<file path="src/design/qdc_pkg.sv">
// Shared constants and carrier types of the quadrature decoder control
package qdc_pkg;

    // ------------------------------------------------------------------
    // Register indices (byte address is four times the index)
    // ------------------------------------------------------------------
    localparam logic [5:0] QDC_IDX_POS_COUNTER = 6'h00;
    localparam logic [5:0] QDC_IDX_POS_INIT    = 6'h02;
    localparam logic [5:0] QDC_IDX_POS_MAX     = 6'h04;
    localparam logic [5:0] QDC_IDX_POS_CMP     = 6'h06;
    localparam logic [5:0] QDC_IDX_INDEX_LATCH = 6'h08;
    localparam logic [5:0] QDC_IDX_STROBE_LAT  = 6'h0a;
    localparam logic [5:0] QDC_IDX_PERIOD_LAT  = 6'h0c;
    localparam logic [5:0] QDC_IDX_UNIT_TIMER  = 6'h0e;
    localparam logic [5:0] QDC_IDX_UNIT_PERIOD = 6'h10;
    localparam logic [5:0] QDC_IDX_STALL_TIMER = 6'h12;
    localparam logic [5:0] QDC_IDX_STALL_PER   = 6'h13;
    localparam logic [5:0] QDC_IDX_DEC_CTRL    = 6'h14;
    localparam logic [5:0] QDC_IDX_POS_CTRL    = 6'h15;
    localparam logic [5:0] QDC_IDX_STATUS      = 6'h1c;

    // ------------------------------------------------------------------
    // Reset values
    // ------------------------------------------------------------------
    localparam logic [31:0] QDC_RST_WORD = 32'h0000_0000;
    localparam logic [15:0] QDC_RST_HALF = 16'h0000;

    // ------------------------------------------------------------------
    // Decoder control fields
    // ------------------------------------------------------------------
    typedef struct packed {
        logic [1:0] counter_source;
        logic       sync_out_enable;
        logic       sync_pin_choice;
        logic       ext_clock_rate;
        logic       input_swap;
        logic       index_gating;
        logic       phase_a_invert;
        logic       phase_b_invert;
        logic       index_invert;
        logic       strobe_invert;
        logic [3:0] reserved;
        logic       dir_at_index_fix;
    } qdc_dec_ctrl_s;

    // ------------------------------------------------------------------
    // Position control fields
    // ------------------------------------------------------------------
    typedef struct packed {
        logic [1:0] emu_mode;
        logic [1:0] counter_reset_mode;
        logic [1:0] strobe_init_mode;
        logic [1:0] index_init_mode;
        logic       soft_init;
        logic       strobe_latch_mode;
        logic [1:0] index_latch_mode;
        logic       counter_enable;
        logic       capture_latch_mode;
        logic       unit_timer_on;
        logic       stall_timer_on;
    } qdc_pos_ctrl_s;

    localparam logic [15:0] QDC_DEC_RESERVED_MASK = 16'hffe1;

    // Counter source codes
    localparam logic [1:0] QDC_SRC_QUAD = 2'h0;
    localparam logic [1:0] QDC_SRC_DIR  = 2'h1;
    localparam logic [1:0] QDC_SRC_UP   = 2'h2;
    localparam logic [1:0] QDC_SRC_DOWN = 2'h3;

    // Position reset modes
    localparam logic [1:0] QDC_PRST_INDEX = 2'h0;
    localparam logic [1:0] QDC_PRST_MAX   = 2'h1;
    localparam logic [1:0] QDC_PRST_FIRST = 2'h2;
    localparam logic [1:0] QDC_PRST_UNIT  = 2'h3;

    // Init and latch codes
    localparam logic [1:0] QDC_INIT_RISE = 2'h2;
    localparam logic [1:0] QDC_INIT_DIR  = 2'h3;
    localparam logic [1:0] QDC_ILAT_RISE = 2'h1;
    localparam logic [1:0] QDC_ILAT_FALL = 2'h2;
    localparam logic [1:0] QDC_ILAT_MARK = 2'h3;

    // Emulation suspend codes
    localparam logic [1:0] QDC_EMU_STOP = 2'h0;
    localparam logic [1:0] QDC_EMU_SOFT = 2'h1;

    // ------------------------------------------------------------------
    // Carrier types
    // ------------------------------------------------------------------
    typedef struct packed {
        logic phase_a_input;
        logic phase_b_input;
        logic index_input;
        logic strobe_input;
    } qdc_enc_pins_s;

    typedef struct packed {
        logic index_out;
        logic index_oe_n;
        logic strobe_out;
        logic strobe_oe_n;
    } qdc_sync_pins_s;

endpackage : qdc_pkg

</file>
<file path="src/design/qdc_quadrature_decoder_control.sv">
// Quadrature decoder control core with APB register slave
// What this block does
// Unit timer compared with 32-bit period; match makes a unit event.
// Software writes the unit period only as whole 32-bit words.
// 16-bit stall timer equal to stall period raises a timeout.
// Every count clock edge clears the stall timer to zero.
// Source: quadrature, external clock/dir, external up, external down.
// Sync enable gates sync output; pin choice picks index or strobe.
// External clock counts both edges at 0, rising only at 1.
// Swap bit exchanges the two phase inputs before decoding.
// Index gating bit qualifies index with strobe.
// Four invert bits negate phase A, phase B, index and strobe.
// Fix bit blocks A-rising count when direction changes at index.
// Suspend: code 0 stops, code 1 runs to rollover, 2/3 run.
// Position reset on index, at maximum, first index, or unit event.
// Strobe init loads init value on rising or direction-based edge.
// Index init loads init value on index rising or falling edge.
// Soft init bit loads init value while set; software clears it.
// Strobe latch on rising edge or direction-based edge.
// Index latch on rising, falling, or marker with direction flag.
// Counter enable low holds flags and read-only latches in reset.
// Capture latch on position read, or position latch at unit event.
// Unit timer and stall timer each run only when enabled.
// Unit event copies position counter to periodic position latch.
// Position counter steps up or down on each count clock.
// Unit timer restarts from zero after period match.
// Stall timer restarts from zero after period match.
//
// Chosen here: register access over APB.
module qdc_quadrature_decoder_control
    import qdc_pkg::*;
(
    input  wire logic                    pclk,
    input  wire logic                    presetn,
    input  wire logic                    psel,
    input  wire logic                    penable,
    input  wire logic                    pwrite,
    input  wire logic [7:0]              paddr,
    input  wire logic [31:0]             pwdata,
    output logic      [31:0]             prdata,
    output logic                         pready,
    output logic                         pslverr,
    input  wire qdc_pkg::qdc_enc_pins_s  enc_pins,
    input  wire logic                    emu_suspend,
    output qdc_pkg::qdc_sync_pins_s      sync_pins,
    output logic                         unit_event,
    output logic                         stall_timeout,
    output logic                         capture_latch_req
);

    // ------------------------------------------------------------------
    // State
    // ------------------------------------------------------------------
    typedef struct packed {
        logic [31:0]   pos;
        logic [31:0]   pos_init;
        logic [31:0]   pos_max;
        logic [31:0]   pos_cmp;
        logic [31:0]   idx_lat;
        logic [31:0]   stb_lat;
        logic [31:0]   per_lat;
        logic [31:0]   unit_tmr;
        logic [31:0]   unit_per;
        logic [15:0]   stall_tmr;
        logic [15:0]   stall_per;
        qdc_dec_ctrl_s dec;
        qdc_pos_ctrl_s pctl;
        logic [3:0]    pins_q;
        logic          dir;
        logic          dir_flag;
        logic          first_idx_done;
        logic          frz_pos;
        logic          frz_unit;
        logic          frz_stall;
        logic          sync;
        logic          unit_evt;
        logic          stall_evt;
        logic          cap_req;
        logic [31:0]   rdata;
    } qdc_state_s;

    qdc_state_s st_ff;
    qdc_state_s nxt_st;

    function automatic logic is_reg(input logic [7:0] a,
                                    input logic [5:0] idx);
        is_reg = (a == {idx, 2'b00});
    endfunction : is_reg

    function automatic logic edge_hit(input logic rise, input logic fall,
                                      input logic by_dir,
                                      input logic up);
        edge_hit = by_dir ? (up ? rise : fall) : rise;
    endfunction : edge_hit

    // ------------------------------------------------------------------
    // Input conditioning and decoding
    // ------------------------------------------------------------------
    logic [3:0]  pins_c;
    logic        a_c;
    logic        b_c;
    logic        a_p;
    logic        b_p;
    logic        idx_rise;
    logic        idx_fall;
    logic        stb_rise;
    logic        stb_fall;
    logic        a_rise;
    logic        a_fall;
    logic        cnt_clk;
    logic        cnt_dir;
    logic        quad_step;
    logic        mapped;
    logic        run_pos;
    logic        run_unit;
    logic        run_stall;
    logic        unit_hit;
    logic        stall_hit;
    logic        at_top;
    logic        at_bottom;
    logic        do_init;
    logic        do_reset;
    logic        roll;
    logic [15:0] wd16;
    logic [31:0] rd_word;

    always_comb
    begin
        pins_c[3] = enc_pins.phase_a_input ^ st_ff.dec.phase_a_invert;
        pins_c[2] = enc_pins.phase_b_input ^ st_ff.dec.phase_b_invert;
        pins_c[1] = enc_pins.index_input ^ st_ff.dec.index_invert;
        pins_c[0] = enc_pins.strobe_input ^ st_ff.dec.strobe_invert;
        if (st_ff.dec.index_gating)
        begin
            pins_c[1] = pins_c[1] & pins_c[0];
        end
        a_c = st_ff.dec.input_swap ? pins_c[2] : pins_c[3];
        b_c = st_ff.dec.input_swap ? pins_c[3] : pins_c[2];
        a_p = st_ff.pins_q[3];
        b_p = st_ff.pins_q[2];
        idx_rise = pins_c[1] & ~st_ff.pins_q[1];
        idx_fall = ~pins_c[1] & st_ff.pins_q[1];
        stb_rise = pins_c[0] & ~st_ff.pins_q[0];
        stb_fall = ~pins_c[0] & st_ff.pins_q[0];
        a_rise = a_c & ~a_p;
        a_fall = ~a_c & a_p;
        quad_step = (a_c ^ a_p) ^ (b_c ^ b_p);
        cnt_clk = a_rise | (a_fall & ~st_ff.dec.ext_clock_rate);
        unique case (st_ff.dec.counter_source)
            QDC_SRC_QUAD:
            begin
                cnt_clk = quad_step;
                cnt_dir = a_c ^ b_p;
            end
            QDC_SRC_DIR:  cnt_dir = b_c;
            QDC_SRC_UP:   cnt_dir = 1'b1;
            QDC_SRC_DOWN: cnt_dir = 1'b0;
        endcase
        if (st_ff.dec.dir_at_index_fix && a_rise && (idx_rise || idx_fall)
            && cnt_clk && (cnt_dir != st_ff.dir))
        begin
            cnt_clk = 1'b0;
        end
    end

    // ------------------------------------------------------------------
    // Next state
    // ------------------------------------------------------------------
    always_comb
    begin
        nxt_st = st_ff;
        wd16 = pwdata[15:0];
        nxt_st.pins_q = {a_c, b_c, pins_c[1:0]};
        nxt_st.sync = 1'b0;
        nxt_st.unit_evt = 1'b0;
        nxt_st.stall_evt = 1'b0;
        nxt_st.cap_req = 1'b0;

        // Suspend handling
        run_pos = ~(emu_suspend & ((st_ff.pctl.emu_mode == QDC_EMU_STOP)
                  | st_ff.frz_pos));
        run_unit = ~(emu_suspend & ((st_ff.pctl.emu_mode == QDC_EMU_STOP)
                   | st_ff.frz_unit));
        run_stall = ~(emu_suspend & ((st_ff.pctl.emu_mode == QDC_EMU_STOP)
                    | st_ff.frz_stall));

        // Unit timer
        unit_hit = 1'b0;
        if (st_ff.pctl.unit_timer_on && run_unit)
        begin
            if (st_ff.unit_tmr == st_ff.unit_per)
            begin
                unit_hit = 1'b1;
                nxt_st.unit_tmr = QDC_RST_WORD;
            end
            else
            begin
                nxt_st.unit_tmr = st_ff.unit_tmr + 32'h0000_0001;
            end
        end
        nxt_st.unit_evt = unit_hit;

        // Stall watchdog
        stall_hit = 1'b0;
        if (cnt_clk)
        begin
            nxt_st.stall_tmr = QDC_RST_HALF;
        end
        else if (st_ff.pctl.stall_timer_on && run_stall)
        begin
            if (st_ff.stall_tmr == st_ff.stall_per)
            begin
                stall_hit = 1'b1;
                nxt_st.stall_tmr = QDC_RST_HALF;
            end
            else
            begin
                nxt_st.stall_tmr = st_ff.stall_tmr + 16'h0001;
            end
        end
        nxt_st.stall_evt = stall_hit;

        // Position counter
        at_top = (st_ff.pos == st_ff.pos_max);
        at_bottom = (st_ff.pos == QDC_RST_WORD);
        roll = 1'b0;
        do_init = st_ff.pctl.soft_init
            | ((st_ff.pctl.strobe_init_mode == QDC_INIT_RISE) & stb_rise)
            | ((st_ff.pctl.strobe_init_mode == QDC_INIT_DIR)
               & edge_hit(stb_rise, stb_fall, 1'b1, st_ff.dir))
            | ((st_ff.pctl.index_init_mode == QDC_INIT_RISE) & idx_rise)
            | ((st_ff.pctl.index_init_mode == QDC_INIT_DIR) & idx_fall);
        unique case (st_ff.pctl.counter_reset_mode)
            QDC_PRST_INDEX: do_reset = idx_rise;
            QDC_PRST_FIRST: do_reset = idx_rise & ~st_ff.first_idx_done;
            QDC_PRST_UNIT:  do_reset = unit_hit;
            QDC_PRST_MAX:   do_reset = 1'b0;
        endcase
        if (st_ff.pctl.counter_enable)
        begin
            if (do_init)
            begin
                nxt_st.pos = st_ff.pos_init;
            end
            else if (do_reset && run_pos)
            begin
                nxt_st.pos = cnt_dir ? QDC_RST_WORD : st_ff.pos_max;
                if (idx_rise)
                begin
                    nxt_st.first_idx_done = 1'b1;
                end
            end
            else if (cnt_clk && run_pos)
            begin
                nxt_st.dir = cnt_dir;
                if (st_ff.pctl.counter_reset_mode == QDC_PRST_MAX)
                begin
                    roll = cnt_dir ? at_top : at_bottom;
                    if (cnt_dir)
                        nxt_st.pos = at_top ? QDC_RST_WORD
                                            : st_ff.pos + 32'h0000_0001;
                    else
                        nxt_st.pos = at_bottom ? st_ff.pos_max
                                               : st_ff.pos - 32'h0000_0001;
                end
                else
                begin
                    roll = cnt_dir ? (&st_ff.pos) : at_bottom;
                    nxt_st.pos = cnt_dir ? st_ff.pos + 32'h0000_0001
                                         : st_ff.pos - 32'h0000_0001;
                end
            end
            // Latches
            if (edge_hit(stb_rise, stb_fall, st_ff.pctl.strobe_latch_mode,
                         st_ff.dir))
            begin
                nxt_st.stb_lat = st_ff.pos;
            end
            unique case (st_ff.pctl.index_latch_mode)
                QDC_ILAT_RISE: if (idx_rise) nxt_st.idx_lat = st_ff.pos;
                QDC_ILAT_FALL: if (idx_fall) nxt_st.idx_lat = st_ff.pos;
                QDC_ILAT_MARK:
                begin
                    if (idx_rise)
                    begin
                        nxt_st.idx_lat = st_ff.pos;
                        nxt_st.dir_flag = st_ff.dir;
                    end
                end
                default: ;
            endcase
            if (unit_hit)
            begin
                nxt_st.per_lat = st_ff.pos;
                if (st_ff.pctl.capture_latch_mode)
                begin
                    nxt_st.idx_lat = st_ff.pos;
                    nxt_st.cap_req = 1'b1;
                end
            end
            if (st_ff.dec.sync_out_enable && (nxt_st.pos == st_ff.pos_cmp)
                && (nxt_st.pos != st_ff.pos))
            begin
                nxt_st.sync = 1'b1;
            end
        end
        else
        begin
            nxt_st.idx_lat = QDC_RST_WORD;
            nxt_st.stb_lat = QDC_RST_WORD;
            nxt_st.per_lat = QDC_RST_WORD;
            nxt_st.dir = 1'b0;
            nxt_st.dir_flag = 1'b0;
            nxt_st.first_idx_done = 1'b0;
        end

        // Soft-suspend freeze points
        nxt_st.frz_pos = emu_suspend & (st_ff.frz_pos
            | ((st_ff.pctl.emu_mode == QDC_EMU_SOFT) & roll));
        nxt_st.frz_unit = emu_suspend & (st_ff.frz_unit
            | ((st_ff.pctl.emu_mode == QDC_EMU_SOFT) & unit_hit));
        nxt_st.frz_stall = emu_suspend & (st_ff.frz_stall
            | ((st_ff.pctl.emu_mode == QDC_EMU_SOFT) & stall_hit));

        // ------------------------------------------------------------------
        // APB access
        // ------------------------------------------------------------------
        mapped = (paddr[1:0] == 2'b00);
        rd_word = QDC_RST_WORD;
        unique case (paddr[7:2])
            QDC_IDX_POS_COUNTER: rd_word = st_ff.pos;
            QDC_IDX_POS_INIT:    rd_word = st_ff.pos_init;
            QDC_IDX_POS_MAX:     rd_word = st_ff.pos_max;
            QDC_IDX_POS_CMP:     rd_word = st_ff.pos_cmp;
            QDC_IDX_INDEX_LATCH: rd_word = st_ff.idx_lat;
            QDC_IDX_STROBE_LAT:  rd_word = st_ff.stb_lat;
            QDC_IDX_PERIOD_LAT:  rd_word = st_ff.per_lat;
            QDC_IDX_UNIT_TIMER:  rd_word = st_ff.unit_tmr;
            QDC_IDX_UNIT_PERIOD: rd_word = st_ff.unit_per;
            QDC_IDX_STALL_TIMER: rd_word = {16'h0000, st_ff.stall_tmr};
            QDC_IDX_STALL_PER:   rd_word = {16'h0000, st_ff.stall_per};
            QDC_IDX_DEC_CTRL:    rd_word = {16'h0000, st_ff.dec};
            QDC_IDX_POS_CTRL:    rd_word = {16'h0000, st_ff.pctl};
            QDC_IDX_STATUS:      rd_word = {28'h0000000, st_ff.first_idx_done,
                                st_ff.stall_evt, st_ff.dir, st_ff.dir_flag};
            default:             mapped = 1'b0;
        endcase
        if (psel && !penable && !pwrite)
        begin
            nxt_st.rdata = mapped ? rd_word : QDC_RST_WORD;
        end
        if (psel && penable && !pwrite
            && is_reg(paddr, QDC_IDX_POS_COUNTER)
            && !st_ff.pctl.capture_latch_mode)
        begin
            nxt_st.cap_req = 1'b1;
        end
        if (psel && penable && pwrite)
        begin
            if (is_reg(paddr, QDC_IDX_POS_COUNTER)) nxt_st.pos = pwdata;
            if (is_reg(paddr, QDC_IDX_POS_INIT)) nxt_st.pos_init = pwdata;
            if (is_reg(paddr, QDC_IDX_POS_MAX)) nxt_st.pos_max = pwdata;
            if (is_reg(paddr, QDC_IDX_POS_CMP)) nxt_st.pos_cmp = pwdata;
            if (is_reg(paddr, QDC_IDX_UNIT_TIMER)) nxt_st.unit_tmr = pwdata;
            if (is_reg(paddr, QDC_IDX_UNIT_PERIOD))
                nxt_st.unit_per = pwdata;
            if (is_reg(paddr, QDC_IDX_STALL_TIMER)) nxt_st.stall_tmr = wd16;
            if (is_reg(paddr, QDC_IDX_STALL_PER)) nxt_st.stall_per = wd16;
            if (is_reg(paddr, QDC_IDX_DEC_CTRL))
                nxt_st.dec = qdc_dec_ctrl_s'(wd16 & QDC_DEC_RESERVED_MASK);
            if (is_reg(paddr, QDC_IDX_POS_CTRL))
                nxt_st.pctl = qdc_pos_ctrl_s'(wd16);
        end
    end

    // ------------------------------------------------------------------
    // Registers and outputs
    // ------------------------------------------------------------------
    always_ff @(posedge pclk or negedge presetn)
    begin
        if (!presetn)
            st_ff <= '0;
        else
            st_ff <= nxt_st;
    end

    assign prdata = st_ff.rdata;
    assign pready = 1'b1;
    assign pslverr = psel & penable & ~mapped;
    assign unit_event = st_ff.unit_evt;
    assign stall_timeout = st_ff.stall_evt;
    assign capture_latch_req = st_ff.cap_req;
    assign sync_pins.index_out = st_ff.sync & ~sync_pins.index_oe_n;
    assign sync_pins.strobe_out = st_ff.sync & ~sync_pins.strobe_oe_n;
    assign sync_pins.index_oe_n =
        ~(st_ff.dec.sync_out_enable & ~st_ff.dec.sync_pin_choice);
    assign sync_pins.strobe_oe_n =
        ~(st_ff.dec.sync_out_enable & st_ff.dec.sync_pin_choice);

endmodule : qdc_quadrature_decoder_control

</file>
<file path="config.mk">
export PLATFORM = sky130hd
export DESIGN_NAME = qdc_quadrature_decoder_control
export DESIGN_NICKNAME = d
export VERILOG_FILES = /design/src/design/qdc_pkg.sv /design/src/design/qdc_quadrature_decoder_control.sv
export SDC_FILE = /design/constraint.sdc
export NUM_CORES = 1
export LEC_CHECK = 0
export BUFFER_PORTS_ARGS = -buffer_cell sky130_fd_sc_hd__buf_2
export CORE_MARGIN = 1
export CORE_UTILIZATION = 45
export DETAILED_ROUTE_END_ITERATION = 8
export HOLD_SLACK_MARGIN = 0.06
export PLACE_DENSITY = 0.59
export SYNTH_ARGS = -nofsm -noshare
export SYNTH_HDL_FRONTEND = slang
export SYNTH_SLANG_ARGS = --single-unit
</file>
<file path="constraint.sdc">
create_clock -name pclk -period 10.32 [get_ports pclk]
set_input_delay 0.516 -clock pclk [delete_from_list [all_inputs] [get_ports pclk]]
set_output_delay 0.516 -clock pclk [all_outputs]
set_load 0.01 [all_outputs]
</file>
# Yosys cells after proc, flatten, opt, wreduce, memory -nomap -nowiden

Index checks and enable logic that the tools add are counted.

Register bits: 394
Bits of input ports: 50
Output and inout bits: 41
Word-level logic and storage cells: 277

Add/subtract/negate cells: 4
Equality and inequality tests: 50
Mux-type cells: 75
Bitwise operators: 62
Reduce and logical (&&, ||, !) cells: 41

Operators with widths:

| cell                    | count |
|---|---|
| $mux W32                | 26 |
| $pmux W32 S14           | 1 |
| $mux W128               | 2 |
| $mux W16                | 7 |
| $eq A32 B32 Y1          | 3 |
| $mux W96                | 1 |
| $add A32 B1 Y32 const B | 2 |
| $pmux W32 S2            | 1 |
| $eq A8 B7 Y1 const B    | 5 |
| $eq A6 B5 Y1 const B    | 6 |
| $mux W1                 | 34 |
| $logic_not A32 Y1       | 1 |
| $ne A32 B32 Y1          | 1 |
| $reduce_and A32 Y1      | 1 |
| $sub A32 B1 Y32 const B | 1 |
| $and A1 B1 Y1           | 28 |
| $eq A6 B4 Y1 const B    | 4 |
| $eq A2 B2 Y1 const B    | 10 |
| $logic_and A1 B1 Y1     | 17 |
| $add A16 B1 Y16 const B | 1 |
| $eq A16 B16 Y1          | 1 |
| $eq A8 B5 Y1 const B    | 2 |
| $reduce_and A2 Y1       | 8 |
| $not A1 Y1              | 15 |
| 20 further kinds        | 54 |

# Logic depth before layout (Yosys ltp)

Depth in word-level cells: 20
Depth in mapped cells: 19

# Worst setup path before layout

Ideal clock, no wire load.

Kind: in2reg
Start point: input port enc_pins[0] in the netlist's numbering
End point: register st_ff[35] in the netlist's numbering
Arrival: 3.854 ns
Setup slack: 6.384 ns
Stages: 17
Path buffers: 2
Cell sequence: xnor2_1 -> nand2_1 -> and2_1 -> ha_1 -> mux2_2 -> a21oi_1 -> and3_1 -> clkbuf_1 -> buf_1 -> o22ai_1 -> a211oi_1 -> o221ai_1 -> a2111oi_0 -> nand4_1 -> nor4_1 -> nand4_1 -> a31oi_1

RTL lines:

| what                 | RTL line                              | source |
|---|---|---|
| from (decl)          | qdc_quadrature_decoder_control.sv:43  | `input wire qdc_pkg::qdc_enc_pins_s enc_pins,` |
| to (signal assigned) | qdc_quadrature_decoder_control.sv:384 | `st_ff <= nxt_st;` |
| to (decl)            | qdc_quadrature_decoder_control.sv:82  | `qdc_state_s st_ff;` |

==> run_results.csv <==
group,metric,value,unit
synth,synth_area,25100,sq um
clock_tree,cts_made_buffers,44,
pwr,p_per_area,147,nW/um^2
worst_setup_path,crit_arrival,7140,ps
worst_setup_path,crit_top_cell,"nand4_1",
global_route,grt_overflow,0,
worst_setup_path,critPathTopFamily,"compound AO/OA/AOI/OAI gates",
worst_setup_path,critPathMaxStageDelay,1250,ps
sta,rsz0062_at_grt,"no",
synth,synth-edff-count,0,
synth,ys_ff_latch,394,
worst_setup_path,worstSetupEndpointType,"flip-flop",
clock_tree,clk_latency,630,ps
route,ant_nets,0,
pwr,irDropWorstVdd,0.136,mV
sta,finalSetupTns,0,ps
synth,yosys-top-cells-area,"dfrtp_1, mux2_2, xnor2_1",
sta,maxSlewHeadroom,0.0516,
synth,netlist.area_leader.share,0.393,
sta,fmax,152,MHz
route,drcViolationCount,0,
synth,synthTopCellsByCount,"dfrtp_1, nand2_1, mux2_2",
synth,ys_types,88,
synth,yosys_warnings,0,
finish,syn_to_final_growth,9.54,%
worst_setup_path,crit_chain,"xnor2_1 -> nand4_1 -> nor4_1 -> nand3_1 -> a21oi_2 -> a221oi_1 -> a32o_1 -> a221o_1 -> o31ai_1 -> nand4_1 -> a31oi_1",
clock_tree,clock-sinks,394,
sta,min_period,6580,ps
global_route,top_usage_layer,"met2",
sta,finalHoldViolations,0,
synth,synth_nets,2797,
die,pin_count,91,
synth,synth_most_common_cell,"dfrtp_1",
die,row_count,86,
synth,synth-async-reset-ratio,1.00,
route,initialDrtViolationCount,4024,
global_route,grt_pass1_wl,180,mm
worst_hold_path,hold_path.class,"input pin to flip-flop",
worst_setup_path,worst-path-buf-inv,0,
synth,synth_cells,2738,
clock_tree,postCtsSetupBuffers,0,
synth,yosysSeqAreaShare,0.393,
sta,finalClockSkew,48.9,ps
worst_setup_path,start_kind,"flip-flop",
sta,setup_ws,3740,ps
outcome,status,"complete, no violations",
finish,drive_gt1_frac,0.176,
clock_tree,clockBufferDepth,3,
synth,ys.flop_type,"dfrtp_1",
global_route,first_global_vias,23200,
global_route,grtUsageTotal,0.451,
route,vias_per_cell,7.13,
pwr,leakagePower,11.7,nW
route,vias,24800,
synth,yosysTopAreaCell,"dfrtp_1",
die,start_util,0.456,
worst_setup_path,cp.required,10880,ps
die,die_x,238,um
clock_tree,cts_tree,"built",
worst_setup_path,cp_slowest_cell,"a21oi_2",
finish,nNetsFinal,2754,
clock_tree,cts-root-buf,"clkbuf_16",
sta,worstMarginPinSlew,1410,ps
worst_setup_path,worst-setup-path-type,"flip-flop to flip-flop",
route,wl,129,mm
global_route,met3_usage,0.138,
placed_design,port-buffer-count,89,
clock_tree,htreeDepth,2,
placed_design,dp_hpwl,90.8,mm
global_route,grt_max_degree,165,
synth,syn_area_per_cell,9.17,sq um
clock_tree,path_clk_slew,70,ps
worst_setup_path,critPathMaxFanout,16,
sta,fin_crit_sh,0.638,
route,dr.pass1.iters,7,
route,wire_per_inst,37.2,um
flow_run,cap_violations,0,
placed_design,place_congestion,1.03,
sta,drv_slew,0,
global_route,gr-usage-met1,0.613,
placed_design,dp_slack,3960,ps
die,dieArea,56700,sq um
sta,setup_violations,0,
die,coreArea,55100,sq um
die,die_h,238,um
global_route,antenna_found_initial,8,
global_route,met2_usage,0.650,
-- power breakdown --
part           internal (mW)  switching [mW]
registers               1.58          0.0848
logic                  0.250           0.598
clock network          0.834           0.693
-- per-stage QoR --
step | utilization | cell area (sq um) | power [mW] | hold WS [ps] | instances
after floorplan | - | 25100 | 2.11 | 220 | 2738
after CTS | 0.499 | 27500 | 4.01 | 204 | 3470
after global routing | 0.499 | 27500 | 4.12 | 252 | 3470
final | 0.499 | 27500 | 4.04 | 232 | 3474
after global placement | 0.475 | 26100 | 2.50 | 451 | 3396
after detailed placement | 0.475 | 26100 | 2.49 | 460 | 3396
-- area by class of cell --
| type | instances | area (sq um) |
|---|---|---|
| antenna | 4 | 10.0 |
| sequential | 394 | 9860 |
| timing repair buffer | 187 | 1220 |
| tap | 748 | 936 |
| multi-input combinational | 2008 | 13900 |
| inverter | 60 | 226 |
| fill | 5309 | 27600 |
| clock inverter | 10 | 108 |
| clock buffer | 63 | 1230 |
-- flip-flops by register name (all words and copies together) (netlist names) --
name / cells
a_p: 1
b_p: 1
capture_latch_req: 1
prdata: 32
st_ff: 357
stall_timeout: 1
unit_event: 1
-- cells by family after synthesis --
group	synth area share
other cells	0.000149
flops	0.393
compound gates	0.204
mux	0.104
xor+xnor	0.0712
simple gates	0.166
fa+ha+maj	0.00449
buf+inv	0.0575
-- final timing paths --
path	depth (start not counted)	startpoint	to	slack, ps
min reg2reg	2	st_ff[229]$_DFFE_PN0P_	st_ff[229]$_DFFE_PN0P_	480
max	11	st_ff[143]$_DFF_PN0_	st_ff[35]$_DFF_PN0_	3740
min in group asynchronous	2	presetn	prdata[25]$_DFFE_PN0P_	500
min	3	pwdata[28]	st_ff[394]$_DFF_PN0_	230
max reg2reg	11	st_ff[143]$_DFF_PN0_	st_ff[35]$_DFF_PN0_	3740
max in group asynchronous	4	presetn	st_ff[49]$_DFFE_PN0P_	7620
-- repair_timing --
action | CTS | global route
hold buffers | 1 | 0
gates resized for setup | 0 | 0
hold endpoints to repair | 85 | 0
-- placed cells by master, fill, tap and decap left out, types with 88 or more instances in the layout --
master,instances
nand3_1,89
o21ai_0,116
nand2_1,297
dfrtp_1,393
nor2_1,156
xnor2_1,162
buf_2,88
mux2_2,176
a21oi_1,100
a22o_1,95
buf_4,95
-- layer usage --
layer  wire length, um  up-vias
met1             51400    12600
met4              7400        4
met3             16800      370
met5                20        -
li1                  -     9986
met2             53700     1822
-- worst min-delay path, stage by stage --
cell,delay [ps]
buf_2,170
nand2_1,70
o21ai_0,70
No activity file was read; power rests on OpenSTA's default activity.
